===== config.mk =====
export PLATFORM = sky130hd
export DESIGN_NAME = lcd_pixel_write_and_contrast
export DESIGN_NICKNAME = d
export VERILOG_FILES = /design/src/lcd_pixel_pkg.sv /design/src/lcd_pixel_write_and_contrast.sv
export SDC_FILE = /design/constraint.sdc
export NUM_CORES = 1
export LEC_CHECK = 0
export ABC_AREA = 1
export ABC_CLOCK_PERIOD_IN_PS = 7500
export BUFFER_PORTS_ARGS = -buffer_cell sky130_fd_sc_hd__buf_2
export CAP_MARGIN = 0
export CORE_ASPECT_RATIO = 0.6
export CORE_MARGIN = 2
export CORE_UTILIZATION = 44
export CTS_BUF_LIST = sky130_fd_sc_hd__clkbuf_8
export DETAILED_ROUTE_END_ITERATION = 10
export GPL_ROUTABILITY_DRIVEN = 0
export GPL_TIMING_DRIVEN = 0
export PLACE_DENSITY_LB_ADDON = 0.2
export SYNTH_ARGS = -nofsm -noshare
export SYNTH_HDL_FRONTEND = slang
export SYNTH_SLANG_ARGS = --single-unit
export TNS_END_PERCENT = 50

===== constraint.sdc =====
create_clock -name ref_clk -period 7.5 [get_ports ref_clk]
set_input_delay 0.375 -clock ref_clk [delete_from_list [all_inputs] [get_ports ref_clk]]
set_output_delay 0.375 -clock ref_clk [all_outputs]
set_load 0.01 [all_outputs]

===== src/lcd_pixel_pkg.sv =====
// constants, field layouts and carrier types for the pixel write block
package lcd_pixel_pkg;

  // ==================
  // byte port commands and their parameter counts
  localparam logic [7:0] CMD_WRITE_CONTRAST = 8'h25;
  localparam logic [7:0] CMD_COLUMN_SET     = 8'h2A;
  localparam logic [7:0] CMD_PAGE_SET       = 8'h2B;
  localparam logic [7:0] CMD_MEMORY_WRITE   = 8'h2C;
  localparam logic [7:0] CMD_COLOUR_SET     = 8'h2D;
  localparam logic [4:0] PARAMS_ADDRESS     = 5'h02;
  localparam logic [4:0] PARAMS_COLOUR      = 5'h14;

  // ==================
  // colour table layout: eight red, eight green, four blue entries
  localparam int         TABLE_DEPTH        = 20;
  localparam logic [4:0] TABLE_GREEN_BASE   = 5'h08;
  localparam logic [4:0] TABLE_BLUE_BASE    = 5'h10;

  // ==================
  // contrast arithmetic
  localparam logic [8:0] CONTRAST_OFFSET    = 9'h03F;
  localparam logic [8:0] CONTRAST_MAX       = 9'h07F;
  localparam logic [6:0] VOLTAGE_RESET      = 7'h3F;
  localparam logic [6:0] CONTRAST_RESET     = 7'h00;

  // ==================
  // address window defaults
  localparam logic [6:0] COLUMN_LAST_RESET  = 7'h67;
  localparam logic [6:0] PAGE_LAST_RESET    = 7'h53;

  // ==================
  // register byte addresses
  localparam logic [4:0] REG_CTRL           = 5'h00;
  localparam logic [4:0] REG_VOLTAGE        = 5'h04;
  localparam logic [4:0] REG_CONTRAST       = 5'h08;
  localparam logic [4:0] REG_STATUS         = 5'h0C;
  localparam logic [4:0] REG_PIXEL_COUNT    = 5'h10;

  // ==================
  // buffer
  localparam logic [1:0] BUF_DEPTH          = 2'h2;

  // ==================
  // types
  typedef enum logic [1:0] {
    ST_IDLE  = 2'h0,
    ST_PARAM = 2'h1,
    ST_WRITE = 2'h3
  } state_type;

  // memory_access_order: [0] page steps first, [1] column reversed,
  // [2] page reversed
  typedef struct packed {
    logic [2:0] bias_select;
    logic [1:0] temp_gradient;
    logic       resistor_select_bit;
    logic [2:0] memory_access_order;
    logic       colour_mode_8bit;
  } ctrl_type;

  localparam ctrl_type CTRL_RESET = '0;

  typedef struct packed {
    logic       data_command_select;
    logic [7:0] data;
  } host_byte_type;

  typedef struct packed {
    logic [6:0]  column;
    logic [6:0]  page;
    logic [11:0] pixel;
  } pixel_write_type;

endpackage : lcd_pixel_pkg


===== src/lcd_pixel_write_and_contrast.sv =====
// host byte port, pixel packing, colour table, contrast and power selects
`timescale 1ns/1ns
`default_nettype none

module lcd_pixel_write_and_contrast (
  input  wire logic                          ref_clk,
  input  wire logic                          rst,
  input  wire logic [4:0]                    avs_address,
  input  wire logic                          avs_read,
  input  wire logic                          avs_write,
  input  wire logic [31:0]                   avs_writedata,
  input  wire logic [3:0]                    avs_byteenable,
  output var  logic [31:0]                   avs_readdata,
  output var  logic                          avs_waitrequest,
  input  wire logic                          host_valid,
  output var  logic                          host_ready,
  input  wire lcd_pixel_pkg::host_byte_type  host_byte,
  input  wire logic                          chip_select_n,
  input  wire logic                          read_strobe_n,
  output var  logic                          pixel_valid,
  input  wire logic                          pixel_ready,
  output var  lcd_pixel_pkg::pixel_write_type pixel_out,
  output var  logic [6:0]                    contrast_level,
  output var  logic                          resistor_select_bit,
  output var  logic [1:0]                    temp_gradient,
  output var  logic                          bias_select_msb,
  output var  logic                          bias_select_mid,
  output var  logic                          bias_select_lsb
);

  // ==================
  // functions
  // one step along a window; top bit flags the wrap back to the start
  function automatic logic [7:0] step_addr(input logic [6:0] cur,
                                           input logic [6:0] first,
                                           input logic [6:0] last,
                                           input logic       rev);
    logic [7:0] r;
    r = {1'b0, cur};
    if (!rev) begin
      r = (cur == last) ? {1'b1, first} : {1'b0, 7'(cur + 7'h01)};
    end else begin
      r = (cur == first) ? {1'b1, last} : {1'b0, 7'(cur - 7'h01)};
    end
    return r;
  endfunction : step_addr

  function automatic logic [31:0] merge_lanes(input logic [31:0] old,
                                              input logic [31:0] wd,
                                              input logic [3:0]  be);
    logic [31:0] r;
    r = old;
    for (int i = 0; i < 4; i++) begin
      if (be[i]) begin
        r[i*8 +: 8] = wd[i*8 +: 8];
      end
    end
    return r;
  endfunction : merge_lanes

  // ==================
  // state
  lcd_pixel_pkg::state_type       state_reg, state_next;
  lcd_pixel_pkg::ctrl_type        ctrl_reg, ctrl_next;
  logic [7:0]                     cmd_reg, cmd_next;
  logic [4:0]                     count_reg, count_next;
  logic [1:0]                     phase_reg, phase_next;
  logic [7:0]                     hold_reg, hold_next;
  logic [6:0]                     col_first_reg, col_first_next;
  logic [6:0]                     col_last_reg, col_last_next;
  logic [6:0]                     page_first_reg, page_first_next;
  logic [6:0]                     page_last_reg, page_last_next;
  logic [6:0]                     col_reg, col_next;
  logic [6:0]                     page_reg, page_next;
  logic [6:0]                     voltage_reg, voltage_next;
  logic [6:0]                     contrast_reg, contrast_next;
  logic [6:0]                     level_reg, level_next;
  logic [15:0]                    pix_count_reg, pix_count_next;
  logic [3:0]                     table_reg [lcd_pixel_pkg::TABLE_DEPTH];
  logic [3:0]                     table_next [lcd_pixel_pkg::TABLE_DEPTH];
  logic                           push_valid;
  lcd_pixel_pkg::pixel_write_type push_data;
  logic                           byte_take;
  logic                           bus_wr;
  logic [8:0]                     alpha;
  logic [7:0]                     col_step, page_step;
  logic [11:0]                    lut_pixel;

  // bus side
  logic                           ack_reg, ack_next;
  logic [31:0]                    rdata_reg, rdata_next;
  logic [31:0]                    old_word, new_word;

  // buffer
  lcd_pixel_pkg::pixel_write_type buf_reg [2];
  lcd_pixel_pkg::pixel_write_type buf_next [2];
  logic [1:0]                     buf_count_reg, buf_count_next;
  logic                           pop;

  // ==================
  // host byte port
  // ready only on free space, so a stalled receiver back-pressures the host
  assign host_ready = (buf_count_reg != lcd_pixel_pkg::BUF_DEPTH);
  assign byte_take  = host_valid & host_ready & ~chip_select_n &
                      read_strobe_n;
  assign bus_wr     = avs_write & ack_reg;

  assign col_step  = step_addr(col_reg, col_first_reg, col_last_reg,
                               ctrl_reg.memory_access_order[1]);
  assign page_step = step_addr(page_reg, page_first_reg, page_last_reg,
                               ctrl_reg.memory_access_order[2]);
  assign lut_pixel = {
    table_reg[host_byte.data[7:5]],
    table_reg[lcd_pixel_pkg::TABLE_GREEN_BASE + 5'(host_byte.data[4:2])],
    table_reg[lcd_pixel_pkg::TABLE_BLUE_BASE + 5'(host_byte.data[1:0])]
  };

  always_comb begin
    state_next      = state_reg;
    ctrl_next       = ctrl_reg;
    cmd_next        = cmd_reg;
    count_next      = count_reg;
    phase_next      = phase_reg;
    hold_next       = hold_reg;
    col_first_next  = col_first_reg;
    col_last_next   = col_last_reg;
    page_first_next = page_first_reg;
    page_last_next  = page_last_reg;
    col_next        = col_reg;
    page_next       = page_reg;
    voltage_next    = voltage_reg;
    contrast_next   = contrast_reg;
    pix_count_next  = pix_count_reg;
    table_next      = table_reg;
    push_valid      = 1'b0;
    push_data       = '{column: col_reg, page: page_reg, pixel: lut_pixel};
    old_word        = '0;
    new_word        = '0;

    if (bus_wr) begin
      case (avs_address)
        lcd_pixel_pkg::REG_CTRL: begin
          old_word  = 32'(ctrl_reg);
          new_word  = merge_lanes(old_word, avs_writedata, avs_byteenable);
          ctrl_next = lcd_pixel_pkg::ctrl_type'(new_word[9:0]);
        end
        lcd_pixel_pkg::REG_VOLTAGE: begin
          old_word     = 32'(voltage_reg);
          new_word     = merge_lanes(old_word, avs_writedata, avs_byteenable);
          voltage_next = new_word[6:0];
        end
        lcd_pixel_pkg::REG_CONTRAST: begin
          old_word      = 32'(contrast_reg);
          new_word      = merge_lanes(old_word, avs_writedata, avs_byteenable);
          contrast_next = new_word[6:0];
        end
        default: begin
        end
      endcase
    end

    if (byte_take) begin
      if (!host_byte.data_command_select) begin
        // any command drops a half-received pixel, so nothing half-done is stored
        cmd_next   = host_byte.data;
        count_next = '0;
        phase_next = '0;
        case (host_byte.data)
          lcd_pixel_pkg::CMD_MEMORY_WRITE: begin
            state_next = lcd_pixel_pkg::ST_WRITE;
            col_next   = ctrl_reg.memory_access_order[1] ?
                         col_last_reg : col_first_reg;
            page_next  = ctrl_reg.memory_access_order[2] ?
                         page_last_reg : page_first_reg;
          end
          lcd_pixel_pkg::CMD_WRITE_CONTRAST,
          lcd_pixel_pkg::CMD_COLUMN_SET,
          lcd_pixel_pkg::CMD_PAGE_SET,
          lcd_pixel_pkg::CMD_COLOUR_SET: begin
            state_next = lcd_pixel_pkg::ST_PARAM;
          end
          default: begin
            state_next = lcd_pixel_pkg::ST_IDLE;
          end
        endcase
      end else begin
        case (state_reg)
          lcd_pixel_pkg::ST_PARAM: begin
            count_next = 5'(count_reg + 5'h01);
            case (cmd_reg)
              lcd_pixel_pkg::CMD_WRITE_CONTRAST: begin
                contrast_next = host_byte.data[6:0];
                state_next    = lcd_pixel_pkg::ST_IDLE;
              end
              lcd_pixel_pkg::CMD_COLUMN_SET: begin
                if (count_reg == 5'h00) begin
                  col_first_next = host_byte.data[6:0];
                end else begin
                  col_last_next = host_byte.data[6:0];
                end
                if (count_next == lcd_pixel_pkg::PARAMS_ADDRESS) begin
                  state_next = lcd_pixel_pkg::ST_IDLE;
                end
              end
              lcd_pixel_pkg::CMD_PAGE_SET: begin
                if (count_reg == 5'h00) begin
                  page_first_next = host_byte.data[6:0];
                end else begin
                  page_last_next = host_byte.data[6:0];
                end
                if (count_next == lcd_pixel_pkg::PARAMS_ADDRESS) begin
                  state_next = lcd_pixel_pkg::ST_IDLE;
                end
              end
              lcd_pixel_pkg::CMD_COLOUR_SET: begin
                table_next[count_reg] = host_byte.data[3:0];
                if (count_next == lcd_pixel_pkg::PARAMS_COLOUR) begin
                  state_next = lcd_pixel_pkg::ST_IDLE;
                end
              end
              default: begin
                state_next = lcd_pixel_pkg::ST_IDLE;
              end
            endcase
          end
          lcd_pixel_pkg::ST_WRITE: begin
            if (ctrl_reg.colour_mode_8bit) begin
              push_valid = 1'b1;
            end else begin
              case (phase_reg)
                2'h0: begin
                  hold_next  = host_byte.data;
                  phase_next = 2'h1;
                end
                2'h1: begin
                  push_valid      = 1'b1;
                  push_data.pixel = {hold_reg, host_byte.data[7:4]};
                  hold_next       = {4'h0, host_byte.data[3:0]};
                  phase_next      = 2'h2;
                end
                default: begin
                  push_valid      = 1'b1;
                  push_data.pixel = {hold_reg[3:0], host_byte.data};
                  phase_next      = 2'h0;
                end
              endcase
            end
            if (push_valid) begin
              pix_count_next = 16'(pix_count_reg + 16'h0001);
              if (ctrl_reg.memory_access_order[0]) begin
                page_next = page_step[6:0];
                if (page_step[7]) begin
                  col_next = col_step[6:0];
                end
              end else begin
                col_next = col_step[6:0];
                if (col_step[7]) begin
                  page_next = page_step[6:0];
                end
              end
            end
          end
          default: begin
          end
        endcase
      end
    end

    // signed nine-bit sum cannot overflow for two seven-bit operands
    alpha = 9'({2'h0, voltage_reg} + {2'h0, contrast_reg} -
               lcd_pixel_pkg::CONTRAST_OFFSET);
    if (alpha[8]) begin
      level_next = '0;
    end else if (alpha > lcd_pixel_pkg::CONTRAST_MAX) begin
      level_next = lcd_pixel_pkg::CONTRAST_MAX[6:0];
    end else begin
      level_next = alpha[6:0];
    end
  end

  always_ff @(posedge ref_clk or posedge rst) begin
    if (rst) begin
      state_reg      <= lcd_pixel_pkg::ST_IDLE;
      ctrl_reg       <= lcd_pixel_pkg::CTRL_RESET;
      cmd_reg        <= '0;
      count_reg      <= '0;
      phase_reg      <= '0;
      hold_reg       <= '0;
      col_first_reg  <= '0;
      col_last_reg   <= lcd_pixel_pkg::COLUMN_LAST_RESET;
      page_first_reg <= '0;
      page_last_reg  <= lcd_pixel_pkg::PAGE_LAST_RESET;
      col_reg        <= '0;
      page_reg       <= '0;
      voltage_reg    <= lcd_pixel_pkg::VOLTAGE_RESET;
      contrast_reg   <= lcd_pixel_pkg::CONTRAST_RESET;
      level_reg      <= '0;
      pix_count_reg  <= '0;
      for (int i = 0; i < lcd_pixel_pkg::TABLE_DEPTH; i++) begin
        table_reg[i] <= '0;
      end
    end else begin
      state_reg      <= state_next;
      ctrl_reg       <= ctrl_next;
      cmd_reg        <= cmd_next;
      count_reg      <= count_next;
      phase_reg      <= phase_next;
      hold_reg       <= hold_next;
      col_first_reg  <= col_first_next;
      col_last_reg   <= col_last_next;
      page_first_reg <= page_first_next;
      page_last_reg  <= page_last_next;
      col_reg        <= col_next;
      page_reg       <= page_next;
      voltage_reg    <= voltage_next;
      contrast_reg   <= contrast_next;
      level_reg      <= level_next;
      pix_count_reg  <= pix_count_next;
      table_reg      <= table_next;
    end
  end

  // ==================
  // power selects
  assign contrast_level      = level_reg;
  assign resistor_select_bit = ctrl_reg.resistor_select_bit;
  assign temp_gradient       = ctrl_reg.temp_gradient;
  assign bias_select_msb     = ctrl_reg.bias_select[2];
  assign bias_select_mid     = ctrl_reg.bias_select[1];
  assign bias_select_lsb     = ctrl_reg.bias_select[0];

  // ==================
  // two-entry pixel buffer, head always in slot 0
  assign pixel_valid = (buf_count_reg != 2'h0);
  assign pixel_out   = buf_reg[0];
  assign pop         = pixel_valid & pixel_ready;

  always_comb begin
    buf_next       = buf_reg;
    buf_count_next = buf_count_reg;
    if (pop) begin
      buf_next[0]    = buf_reg[1];
      buf_count_next = 2'(buf_count_next - 2'h1);
    end
    if (push_valid) begin
      buf_next[buf_count_next[0]] = push_data;
      buf_count_next              = 2'(buf_count_next + 2'h1);
    end
  end

  always_ff @(posedge ref_clk or posedge rst) begin
    if (rst) begin
      buf_reg[0]    <= '0;
      buf_reg[1]    <= '0;
      buf_count_reg <= '0;
    end else begin
      buf_reg       <= buf_next;
      buf_count_reg <= buf_count_next;
    end
  end

  // ==================
  // avalon slave: one wait state, read data captured in the first cycle
  assign avs_waitrequest = (avs_read | avs_write) & ~ack_reg;
  assign avs_readdata    = rdata_reg;

  always_comb begin
    ack_next   = (avs_read | avs_write) & ~ack_reg;
    rdata_next = rdata_reg;
    if (avs_read & ~ack_reg) begin
      case (avs_address)
        lcd_pixel_pkg::REG_CTRL:        rdata_next = 32'(ctrl_reg);
        lcd_pixel_pkg::REG_VOLTAGE:     rdata_next = 32'(voltage_reg);
        lcd_pixel_pkg::REG_CONTRAST:    rdata_next = 32'(contrast_reg);
        lcd_pixel_pkg::REG_STATUS:      rdata_next = {20'h0,
                                          state_reg == lcd_pixel_pkg::ST_WRITE,
                                          ~host_ready, phase_reg, 1'b0,
                                          level_reg};
        lcd_pixel_pkg::REG_PIXEL_COUNT: rdata_next = 32'(pix_count_reg);
        default:                        rdata_next = '0;
      endcase
    end
  end

  always_ff @(posedge ref_clk or posedge rst) begin
    if (rst) begin
      ack_reg   <= 1'b0;
      rdata_reg <= '0;
    end else begin
      ack_reg   <= ack_next;
      rdata_reg <= rdata_next;
    end
  end

endmodule : lcd_pixel_write_and_contrast

`default_nettype wire


# Yosys cells after proc, flatten, opt, wreduce, memory -nomap -nowiden
# Index checks and enable logic that the tools add are counted.
# totals
latch_bits	0
in_bits	58
n_memories	0
ff_bits	281
mem_bits_rw	0
rom_bits	0
word_cells	221
output_inout_bits	74
# op_classes
n_div	0
order_cmp	8
multipliers	0
muxes	75
n_bitwise	19
n_eq_ne	31
add_sub_neg	12
n_shift	0
n_reduce_logical	26
# op_table
op	count
$mux 7	23
$bwmux 80	1
$pmux 16 s5	1
$eq 8x6->1 const B	9
$bwmux 52	1
$mux 26	2
$mux 52	1
$mux 12	4
$mux 8	6
$bmux 4 s5	2
$reduce_and 5->1	7
$eq 7x7->1	4
$mux 4	7
$demux 26 s1	1
$pmux 12 s2	1
$demux 4 s5	1
$ge 6x6->1 const B	3
$mux 2	9
$not 5->6	3
$add 16x1->16 const B	1
$bmux 4 s4	1
$pmux 8 s2	1
$add 7x1->7 const B	2
$sub 7x1->7 const B	2
40 further kinds	78

# Logic depth before layout (Yosys ltp)
# Gate-level depths: netlist of run 1.
# depth
ltp_word	12
mapped_depth	14

# Worst setup path after synthesis of run 1
# No wires, ideal clock.
# synth_timing
path_kind	register to register
start	reg voltage_reg[1]
end	reg level_reg[0] (netlist: contrast_level[0])
slack_ns	5.274
stages_incl_launch_ff	10
required_ns	7.387
arrival_time_ns	2.113
n_path_buf	0
setup_ns	0.113
path_cell_list	dfstp_2 -> ha_1 -> ha_1 -> fa_1 -> nand4_1 -> o2111ai_1 -> xnor2_1 -> nand2_1 -> nand2_1 -> inv_1
# synth_between
elab_chain_len	5
# synth_rtl
element	line	rtl
start: declaration	lcd_pixel_write_and_contrast.sv:75	logic [6:0] voltage_reg, voltage_next;
start signal: assignment	lcd_pixel_write_and_contrast.sv:295	voltage_reg <= lcd_pixel_pkg::VOLTAGE_RESET;
start signal: assignment	lcd_pixel_write_and_contrast.sv:315	voltage_reg <= voltage_next;
$add 7x7->8 *	lcd_pixel_write_and_contrast.sv:270	alpha = 9'({2'h0, voltage_reg} + {2'h0, contrast_reg} -
$sub 8x6->9 *	lcd_pixel_write_and_contrast.sv:270	
$gt 9x7->1	lcd_pixel_write_and_contrast.sv:274	end else if (alpha > lcd_pixel_pkg::CONTRAST_MAX) begin
$mux 7	lcd_pixel_write_and_contrast.sv:274	
$mux 7 *	lcd_pixel_write_and_contrast.sv:272	if (alpha[8]) begin
net level_next[0]	lcd_pixel_write_and_contrast.sv:77	logic [6:0] level_reg, level_next;
end signal: assignment	lcd_pixel_write_and_contrast.sv:317	level_reg <= level_next;
end: declaration	lcd_pixel_write_and_contrast.sv:77	
# Mark *: on every way through the listed nets, which the timed path passes. The rest lies on a longest branch.
# A chain may end at the register's enable or synchronous reset.

# Worst setup path after layout of run 1
# layout_timing
start	reg buf_count_reg[0]
end	reg buf_reg[19] (netlist name)
# layout_between
elab_chain_len	9
elab_cells_between_ends	16
# layout_rtl
element	line	rtl
start: declaration	lcd_pixel_write_and_contrast.sv:97	logic [1:0] buf_count_reg, buf_count_next;
start signal: assignment	lcd_pixel_write_and_contrast.sv:358	buf_count_reg <= buf_count_next;
parallel branches: the longest is 9 deep, another holds $sub 2x1->2	n/a	
end signal: assignment	lcd_pixel_write_and_contrast.sv:357	buf_reg <= buf_next;
end: declaration	lcd_pixel_write_and_contrast.sv:95	lcd_pixel_pkg::pixel_write_type buf_reg [2];
# Several ways; the timed one is not identified.

==> reports/results.env, run 1 <==
CRITICAL_PATH.STARTPOINT_TYPE='flop'
PIN_COUNT=132
CTSHTREEMAXLEVEL=2
SYNTH-WARNING-COUNT=0
TOTAL_LEAKAGE_POWER_nW=8.23
FINALHOLDVIOLCOUNT=0
POST_SYNTH_INST_COUNT=1855
CRITPATHMOSTFREQUENTCELL='sky130_fd_sc_hd__nand2_1'
SLEW-LIMIT-HEADROOM_PCT=43.7
PLACEMENT.IO_BUFFERS=88
CRITICAL_PATH_PEAK_FANOUT=10
FLOORPLAN.DIE.WIDTH_MICRONS=238
GR-USAGE-ALL-LAYERS_PCT=24.6
SYNTH-MAIN-FF-CELL='sky130_fd_sc_hd__dfrtp_1'
VDD.IR_DROP.WORST_V=0.0000961
GLOBAL_ROUTE_WIRE_LENGTH_BEFORE_REPAIR_MM=65.8
REPORT.FINAL.SETUP_VIOL=0
NUM-NETS-FINAL=2094
SYN-CELL-AREA_SQ_MM=0.0145
CRITICAL-PATH-MAX-STAGE-DELAY_NS=0.52
REGAREA_SQ_MM=0.00665
FINAL_SKEW_NS=0.0274
INITIAL_DRC_COUNT=1475
FIRST_GLOBAL_VIAS=11800
CTS-BUFFERS-INSERTED=42
FINAL_MAX_SLEW_VIOLS=0
SEQ_TOTAL_AREA_YOSYS_PCT=45.9
NUM_ROWS=51
POST_DP_CELL_AREA_SQ_MM=0.0156
CLKSLEWWORSTSETUPHOLDPATHS_NS=0.06
ANTENNA_VIOLATING_NETS_POST_ROUTE=0
OUTCOME='complete, no violations'
FIN_SETUP_TNS_NS=0
CLOCK_PATH_BUFFERS=3
PRE_CTS_WS_NS=4.45
TIGHTESTPINTRANSITION_NS=0.844
ROUTE.DETAILED.WL_PER_INST_MICRONS=16.9
POST-CTS-SETUP-BUFFER-COUNT=0
AVGSYNTHCELLAREA_SQ_UM=7.80
MAX_CAP_VIOL_COUNT=0
LAYOUT_COMMONEST_CELL='sky130_fd_sc_hd__nand2_1'
RSZ_0062_RAISED_AFTER_GLOBAL_ROUTING='false'
POSTLAYOUTCELLAREA_SQ_MM=0.0164
MULTIINPUTGATEAREA_SQ_MM=0.00640
POST_SYNTHESIS_ASYNC_SET_OR_RESET_FLOP_SHARE_PCT=100
CRITICAL_PATH_S_SLOWEST_CELL='sky130_fd_sc_hd__clkbuf_1'
WORSTPATHCELLLIST='inv_1 -> ha_1 -> nor2_1 -> nand2_1 -> inv_2 -> nand2_1 -> nor2_4 -> ha_1 -> clkbuf_1 -> clkbuf_1 -> nand2_1 -> o21ai_0'
LARGEST_REGISTER_FF_COUNT=80
ROOT_BUFFER_CELL='sky130_fd_sc_hd__clkbuf_8'
MIN-DELAY-PATH-CLASS='in -> reg'
TOTAL_WIRE_LENGTH_MM=41.8
FINALCRITPERIODSHARE_PCT=41.0
WORST_SETUP_PATH_END_KIND='flop'
FLOORPLAN.DIE_AREA_SQ_MM=0.0344
LAYOUT_AREA_OVERHEAD_PCT=13.6
GRT_MAX_DEGREE=43
CRITPATHKIND='reg -> reg'
HOLD_WS_NS=0.0336
SYNTH.DISTINCT_CELLS=48
P_PER_AREA_mW_PER_MM2=214
DRTPASS1ITERATIONS=5
CLK_LATENCY_NS=0.58
DR_TOTAL_VIAS=12900
YS_SEQ_ELEMENTS=265
DRC_ERRORS=0
REG2REG_SETUP_SLACK_NS=4.43
GRT_ANTENNA_BEFORE_REPAIR=1
FILLCELLCOUNT=3197
CTS_RESIZED=0
WORST-PATH-BUF-INV=4
TRITONCTS='done'
FINAL.MIN_CLOCK_PERIOD_NS=3.07
INITIAL_CORE_UTIL_PCT=44.6
CRITICAL-PATH-TOP-DELAY-FAMILY='buffers and inverters'
POST_CTS_HOLD_BUFFER_COUNT=1
FINAL_CELL_MIX='sky130_fd_sc_hd__nand2_1 (524), sky130_fd_sc_hd__dfrtp_1 (250), sky130_fd_sc_hd__o21ai_0 (242)'
ARRIVAL_NS=3.54
CP.REQUIRED_NS=7.97
DRIVE_ABOVE_1_SHARE_PCT=14.4
FINAL.SETUP.WORST_SLACK_NS=4.43
NUMBER_OF_ENABLE_FLIP_FLOP_CELLS_AFTER_SYNTHESIS=0
DPL.HPWL_MM=31.5
DIE_HEIGHT_MICRONS=144
FMAX_MHz=325
GLOBAL_ROUTE.OVERFLOW_TOTAL=0
FLOORPLAN.CORE_AREA_SQ_MM=0.0324
CLOCK-SINKS=265
DRT-VIAS-PER-INSTANCE=5.23
-- cells in the mapped netlist (all sizes together) (13+ instances only) --
library cell  instances  area, sq um
a21oi                15         75.1
nand2               533         2030
dfrtp               250         6260
xnor2                25          226
clkbuf               40          150
nand4                13         81.3
nand3               119          606
o21ai               261         1310
o22ai                26          163
xor2                 35          307
nor2                145          628
dfstp                15          394
ha                   25          313
buf                  83          608
o211ai               15          113
inv                 189          712
-- through the flow --
stage	instances	power (W)	utilization, %
detailed placement	2389	0.00235	48.3
global route	2465	0.00372	50.7
floorplan	1870	0.00211	-
global placement	2382	0.00233	47.8
CTS	2465	0.00355	50.7
finish	2466	0.00352	50.7
-- cell families after synthesis --
| group | share of synthesized area [%] |
|---|---|
| AOI/OAI and AO/OA | 13.1 |
| and+or+nand+nor | 24.3 |
| muxes | 0.389 |
| buffers and inverters | 10.2 |
| other | 0.0259 |
| xor gates and xnor gates | 3.68 |
| DFF | 45.9 |
| adders and majority gates | 2.30 |
-- power by group --
part           internal (W)  switching [W]  leakage, nW
logic              0.000278       0.000446         4.37
registers           0.00154      0.0000691         3.38
clock network      0.000594       0.000595        0.479
total               0.00241        0.00111         8.23
-- layout make-up --
type | instances | share of cell area (%)
Antenna cell | 1 | 0.0152
Buffer | 123 | 4.61
Clock buffer | 49 | 4.10
Clock inverter | 26 | 0.677
Inverter | 192 | 4.43
Multi-Input combinational cell | 1290 | 38.9
Sequential cell | 265 | 40.4
Tap cell | 424 | 3.23
Timing Repair Buffer | 96 | 3.59
-- worst paths after layout --
kind	cells past startpoint	end	startpoint
worst max-delay path	12	buf_reg[19]	buf_count_reg[0]
worst min-delay path	2	bias_select_msb	avs_writedata[9]
worst max register to register	12	buf_reg[19]	buf_count_reg[0]
worst min register to register	2	avs_readdata[6]	avs_readdata[6]
max in group asynchronous	7	page_last_reg[6]	rst
min in group asynchronous	4	contrast_level[6]	rst
-- per-layer routing --
layer	track usage, %	vias up	routed length (microns)
met3	5.92	71	3640
li1	-	6270	-
met5	0	-	0
met4	6.41	0	947
met2	32.8	435	15800
met1	38.9	6112	21400
Power figures use the tool's default switching activity.
==> run 2: changes to the inputs <==
Settings changed: ABC_AREA 1 to 0, ABC_CLOCK_PERIOD_IN_PS 7500 to 2850.
Clock period 7.5 ns to 2.85 ns, I/O delays scaled along.
==> reports/results.env, run 2 <==
OUTCOME='complete, no violations'
FINAL_SKEW_NS=0.0278
SEQ_TOTAL_AREA_YOSYS_PCT=47.3
DRIVE_ABOVE_1_SHARE_PCT=25.7
TRITONCTS='done'
INITIAL_DRC_COUNT=730
SYNTH_TOP_AREA_SHARE_PCT=44.5
WORST-PATH-BUF-INV=0
CTS-BUFFERS-INSERTED=42
GRT_ANTENNA_BEFORE_REPAIR=0
WORSTPATHCELLLIST='ha_1 -> ha_1 -> fa_1 -> a21o_1 -> a21oi_1 -> o21bai_1 -> a21oi_1 -> xnor2_2 -> a21oi_1'
FLOORPLAN.DIE_AREA_SQ_MM=0.0335
ROUTE.DETAILED.WL_PER_INST_MICRONS=19.7
NUM_ROWS=50
CRITPATHMOSTFREQUENTCELL='sky130_fd_sc_hd__a21oi_1'
DIE_HEIGHT_MICRONS=143
SYNTH-WARNING-COUNT=0
LARGEST_REGISTER_FF_COUNT=80
SYNTH-MAIN-FF-CELL='sky130_fd_sc_hd__dfrtp_1'
SYNTH.TOP_CELLS.BY_AREA='sky130_fd_sc_hd__dfrtp_1 (44%), sky130_fd_sc_hd__mux2_1 (7.4%), sky130_fd_sc_hd__mux2_2 (7.0%)'
DRTPASS1ITERATIONS=5
FINAL_MAX_SLEW_VIOLS=0
ARRIVAL_NS=3.18
CRITICAL-PATH-TOP-DELAY-FAMILY='compound AO/OA/AOI/OAI gates'
LAYOUT_AREA_OVERHEAD_PCT=16.0
FINAL.SETUP.WORST_SLACK_NS=0.103
REPORT.FINAL.SETUP_VIOL=0
MAX_CAP_VIOL_COUNT=0
MULTIINPUTGATEAREA_SQ_MM=0.00672
NUM-NETS-FINAL=1479
REGAREA_SQ_MM=0.00665
GR-USAGE-ALL-LAYERS_PCT=22.0
CRITICAL_PATH_PEAK_FANOUT=6
YS_SEQ_ELEMENTS=265
GRT.BUSIEST_LAYER='met1'
NETLIST.TOP_CELL.BY_AREA='sky130_fd_sc_hd__dfrtp_1'
FINALCRITPERIODSHARE_PCT=96.4
LAYOUT_COMMONEST_CELL='sky130_fd_sc_hd__dfrtp_1'
CLKSLEWWORSTSETUPHOLDPATHS_NS=0.06
FINAL.MIN_CLOCK_PERIOD_NS=2.75
FIRST_GLOBAL_VIAS=9833
FINAL_CELL_MIX='sky130_fd_sc_hd__dfrtp_1 (250), sky130_fd_sc_hd__nand2_1 (94), sky130_fd_sc_hd__mux2_1 (93)'
ROOT_BUFFER_CELL='sky130_fd_sc_hd__clkbuf_8'
SYNTH.MOST_COMMON_CELL='sky130_fd_sc_hd__dfrtp_1'
FINAL_CORE_UTIL_PCT=52.1
CTSHTREEMAXLEVEL=2
CRITICAL-PATH-MAX-STAGE-DELAY_NS=0.54
PIN_COUNT=132
SYNTH.DISTINCT_CELLS=63
CLK_LATENCY_NS=0.59
GLOBAL_ROUTE.OVERFLOW_TOTAL=0
VDD.IR_DROP.WORST_V=0.000324
TOTAL_WIRE_LENGTH_MM=36.3
CLOCK_PATH_BUFFERS=3
NUMBER_OF_ENABLE_FLIP_FLOP_CELLS_AFTER_SYNTHESIS=0
CRITICAL_PATH.STARTPOINT_TYPE='flop'
CLOCK-SINKS=265
PLACEMENT.IO_BUFFERS=84
FINALHOLDVIOLCOUNT=0
DRT-VIAS-PER-INSTANCE=5.42
GROUTE.LAYER.MET1.USAGE_PCT=35.6
POST_SYNTHESIS_ASYNC_SET_OR_RESET_FLOP_SHARE_PCT=100
SYN-CELL-AREA_SQ_MM=0.0141
CP.REQUIRED_NS=3.28
GR-USAGE-MET2_PCT=30.1
FLOORPLAN.CORE_AREA_SQ_MM=0.0313
TOTAL_LEAKAGE_POWER_nW=8.04
FLOORPLAN.DIE.WIDTH_MICRONS=235
DPL.HPWL_MM=26.5
GRT_MAX_DEGREE=42
CRITPATHKIND='reg -> reg'
SYNTHTOPCELLSBYCOUNT='sky130_fd_sc_hd__dfrtp_1 (250), sky130_fd_sc_hd__nand2_1 (95), sky130_fd_sc_hd__mux2_1 (93)'
CRITICAL_PATH_S_SLOWEST_CELL='sky130_fd_sc_hd__dfstp_2'
ANTENNA_VIOLATING_NETS_POST_ROUTE=0
POST_SYNTH_INST_COUNT=1230
DR_TOTAL_VIAS=10000
TIGHTESTPINTRANSITION_NS=1.30
REPORT.POWER.TOTAL_W=0.00846
PRE_CTS_WS_NS=-0.925
DRC_ERRORS=0
AVGSYNTHCELLAREA_SQ_UM=11.4
INITIAL_CORE_UTIL_PCT=44.9
MIN-DELAY-PATH-CLASS='in -> reg'
FMAX_MHz=364
FILLCELLCOUNT=2765
P_PER_AREA_mW_PER_MM2=518
GRTUSAGEMET3_PCT=4.09
SLEW-LIMIT-HEADROOM_PCT=12.4
GLOBAL_ROUTE_WIRE_LENGTH_BEFORE_REPAIR_MM=57.4
WORST_SETUP_PATH_END_KIND='flop'
[run 2: per-layer routing]
metal / share of wire (%) / wire, microns
met1: 52 / 18900
met2: 41 / 15000
met3: 5.7 / 2080
met4: 1.1 / 384
met5: 0 / 0
[run 2: logic make-up after synthesis]
kind of cell	count (synthesis)	share of synthesized area (%)
AOI/OAI and AO/OA	169	7.65
xor gates and xnor gates	70	4.36
adders and majority gates	26	2.37
buffers and inverters	166	5.89
DFF	265	47.3
muxes	278	23.7
other	1	0.0266
and+or+nand+nor	255	8.81
[run 2: final cells by class]
class                      instances  share of cell area (%)
antenna                            2                  0.0307
buffer                           119                    4.09
clock buffer                      50                    4.21
clock inverter                    25                   0.843
inverter                          44                    1.03
multi-input combinational        814                    41.2
sequential                       265                    40.7
tap                              416                    3.19
timing repair buffer             109                    4.69
[run 2: power by group]
part / leakage [nW] / switching [W] / total, W / internal (W)
Sequential: 3.48 / 0.000127 / 0.00407 / 0.00395
Clock: 0.490 / 0.00159 / 0.00328 / 0.00169
Combinational: 4.07 / 0.000641 / 0.00111 / 0.000466
Total: 8.04 / 0.00236 / 0.00846 / 0.00610
[run 2: path summary, 6_finish.rpt]
check / startpoint / cells past startpoint / endpoint / slack [ns]
hold / removal: avs_byteenable[1] / 3 / bias_select_mid / 0.05
setup reg to reg: voltage_reg[1] / 9 / contrast_level[5] / 0.10
max in group asynchronous: rst / 5 / table_reg[4] / 1.73
setup / recovery: voltage_reg[1] / 9 / contrast_level[5] / 0.10
min in group asynchronous: rst / 3 / col_last_reg[3] / 0.20
hold reg to reg: avs_readdata[12] / 2 / avs_readdata[12] / 0.46
[run 2: per-stage QoR]
stage	instances	area (sq um)	hold slack [ns]	setup TNS (ns)
2_1_floorplan	1245	14100	0.252	-194.44
3_3_place_gp	1745	15100	0.379	-666.41
3_5_place_dp	1752	15200	0.270	-25.28
4_1_cts	1841	16300	0.0249	0
5_1_grt	1842	16300	0.0541	-0.0386
6_report	1844	16300	0.0493	0
[run 2: worst min-delay path, stage by stage]
cell and delay (ns):
sky130_fd_sc_hd__buf_2 0.07, sky130_fd_sc_hd__and4_1 0.22, sky130_fd_sc_hd__mux2_2 0.16
[run 2: what timing repair did]
action | in CTS | in global routing
pin swaps | 3 | 1
endpoints found under the setup margin | 130 | 105
hold endpoints to repair | 48 | 0
resized for setup | 17 | 7
setup buffers | 3 | 2
hold buffers | 13 | 0
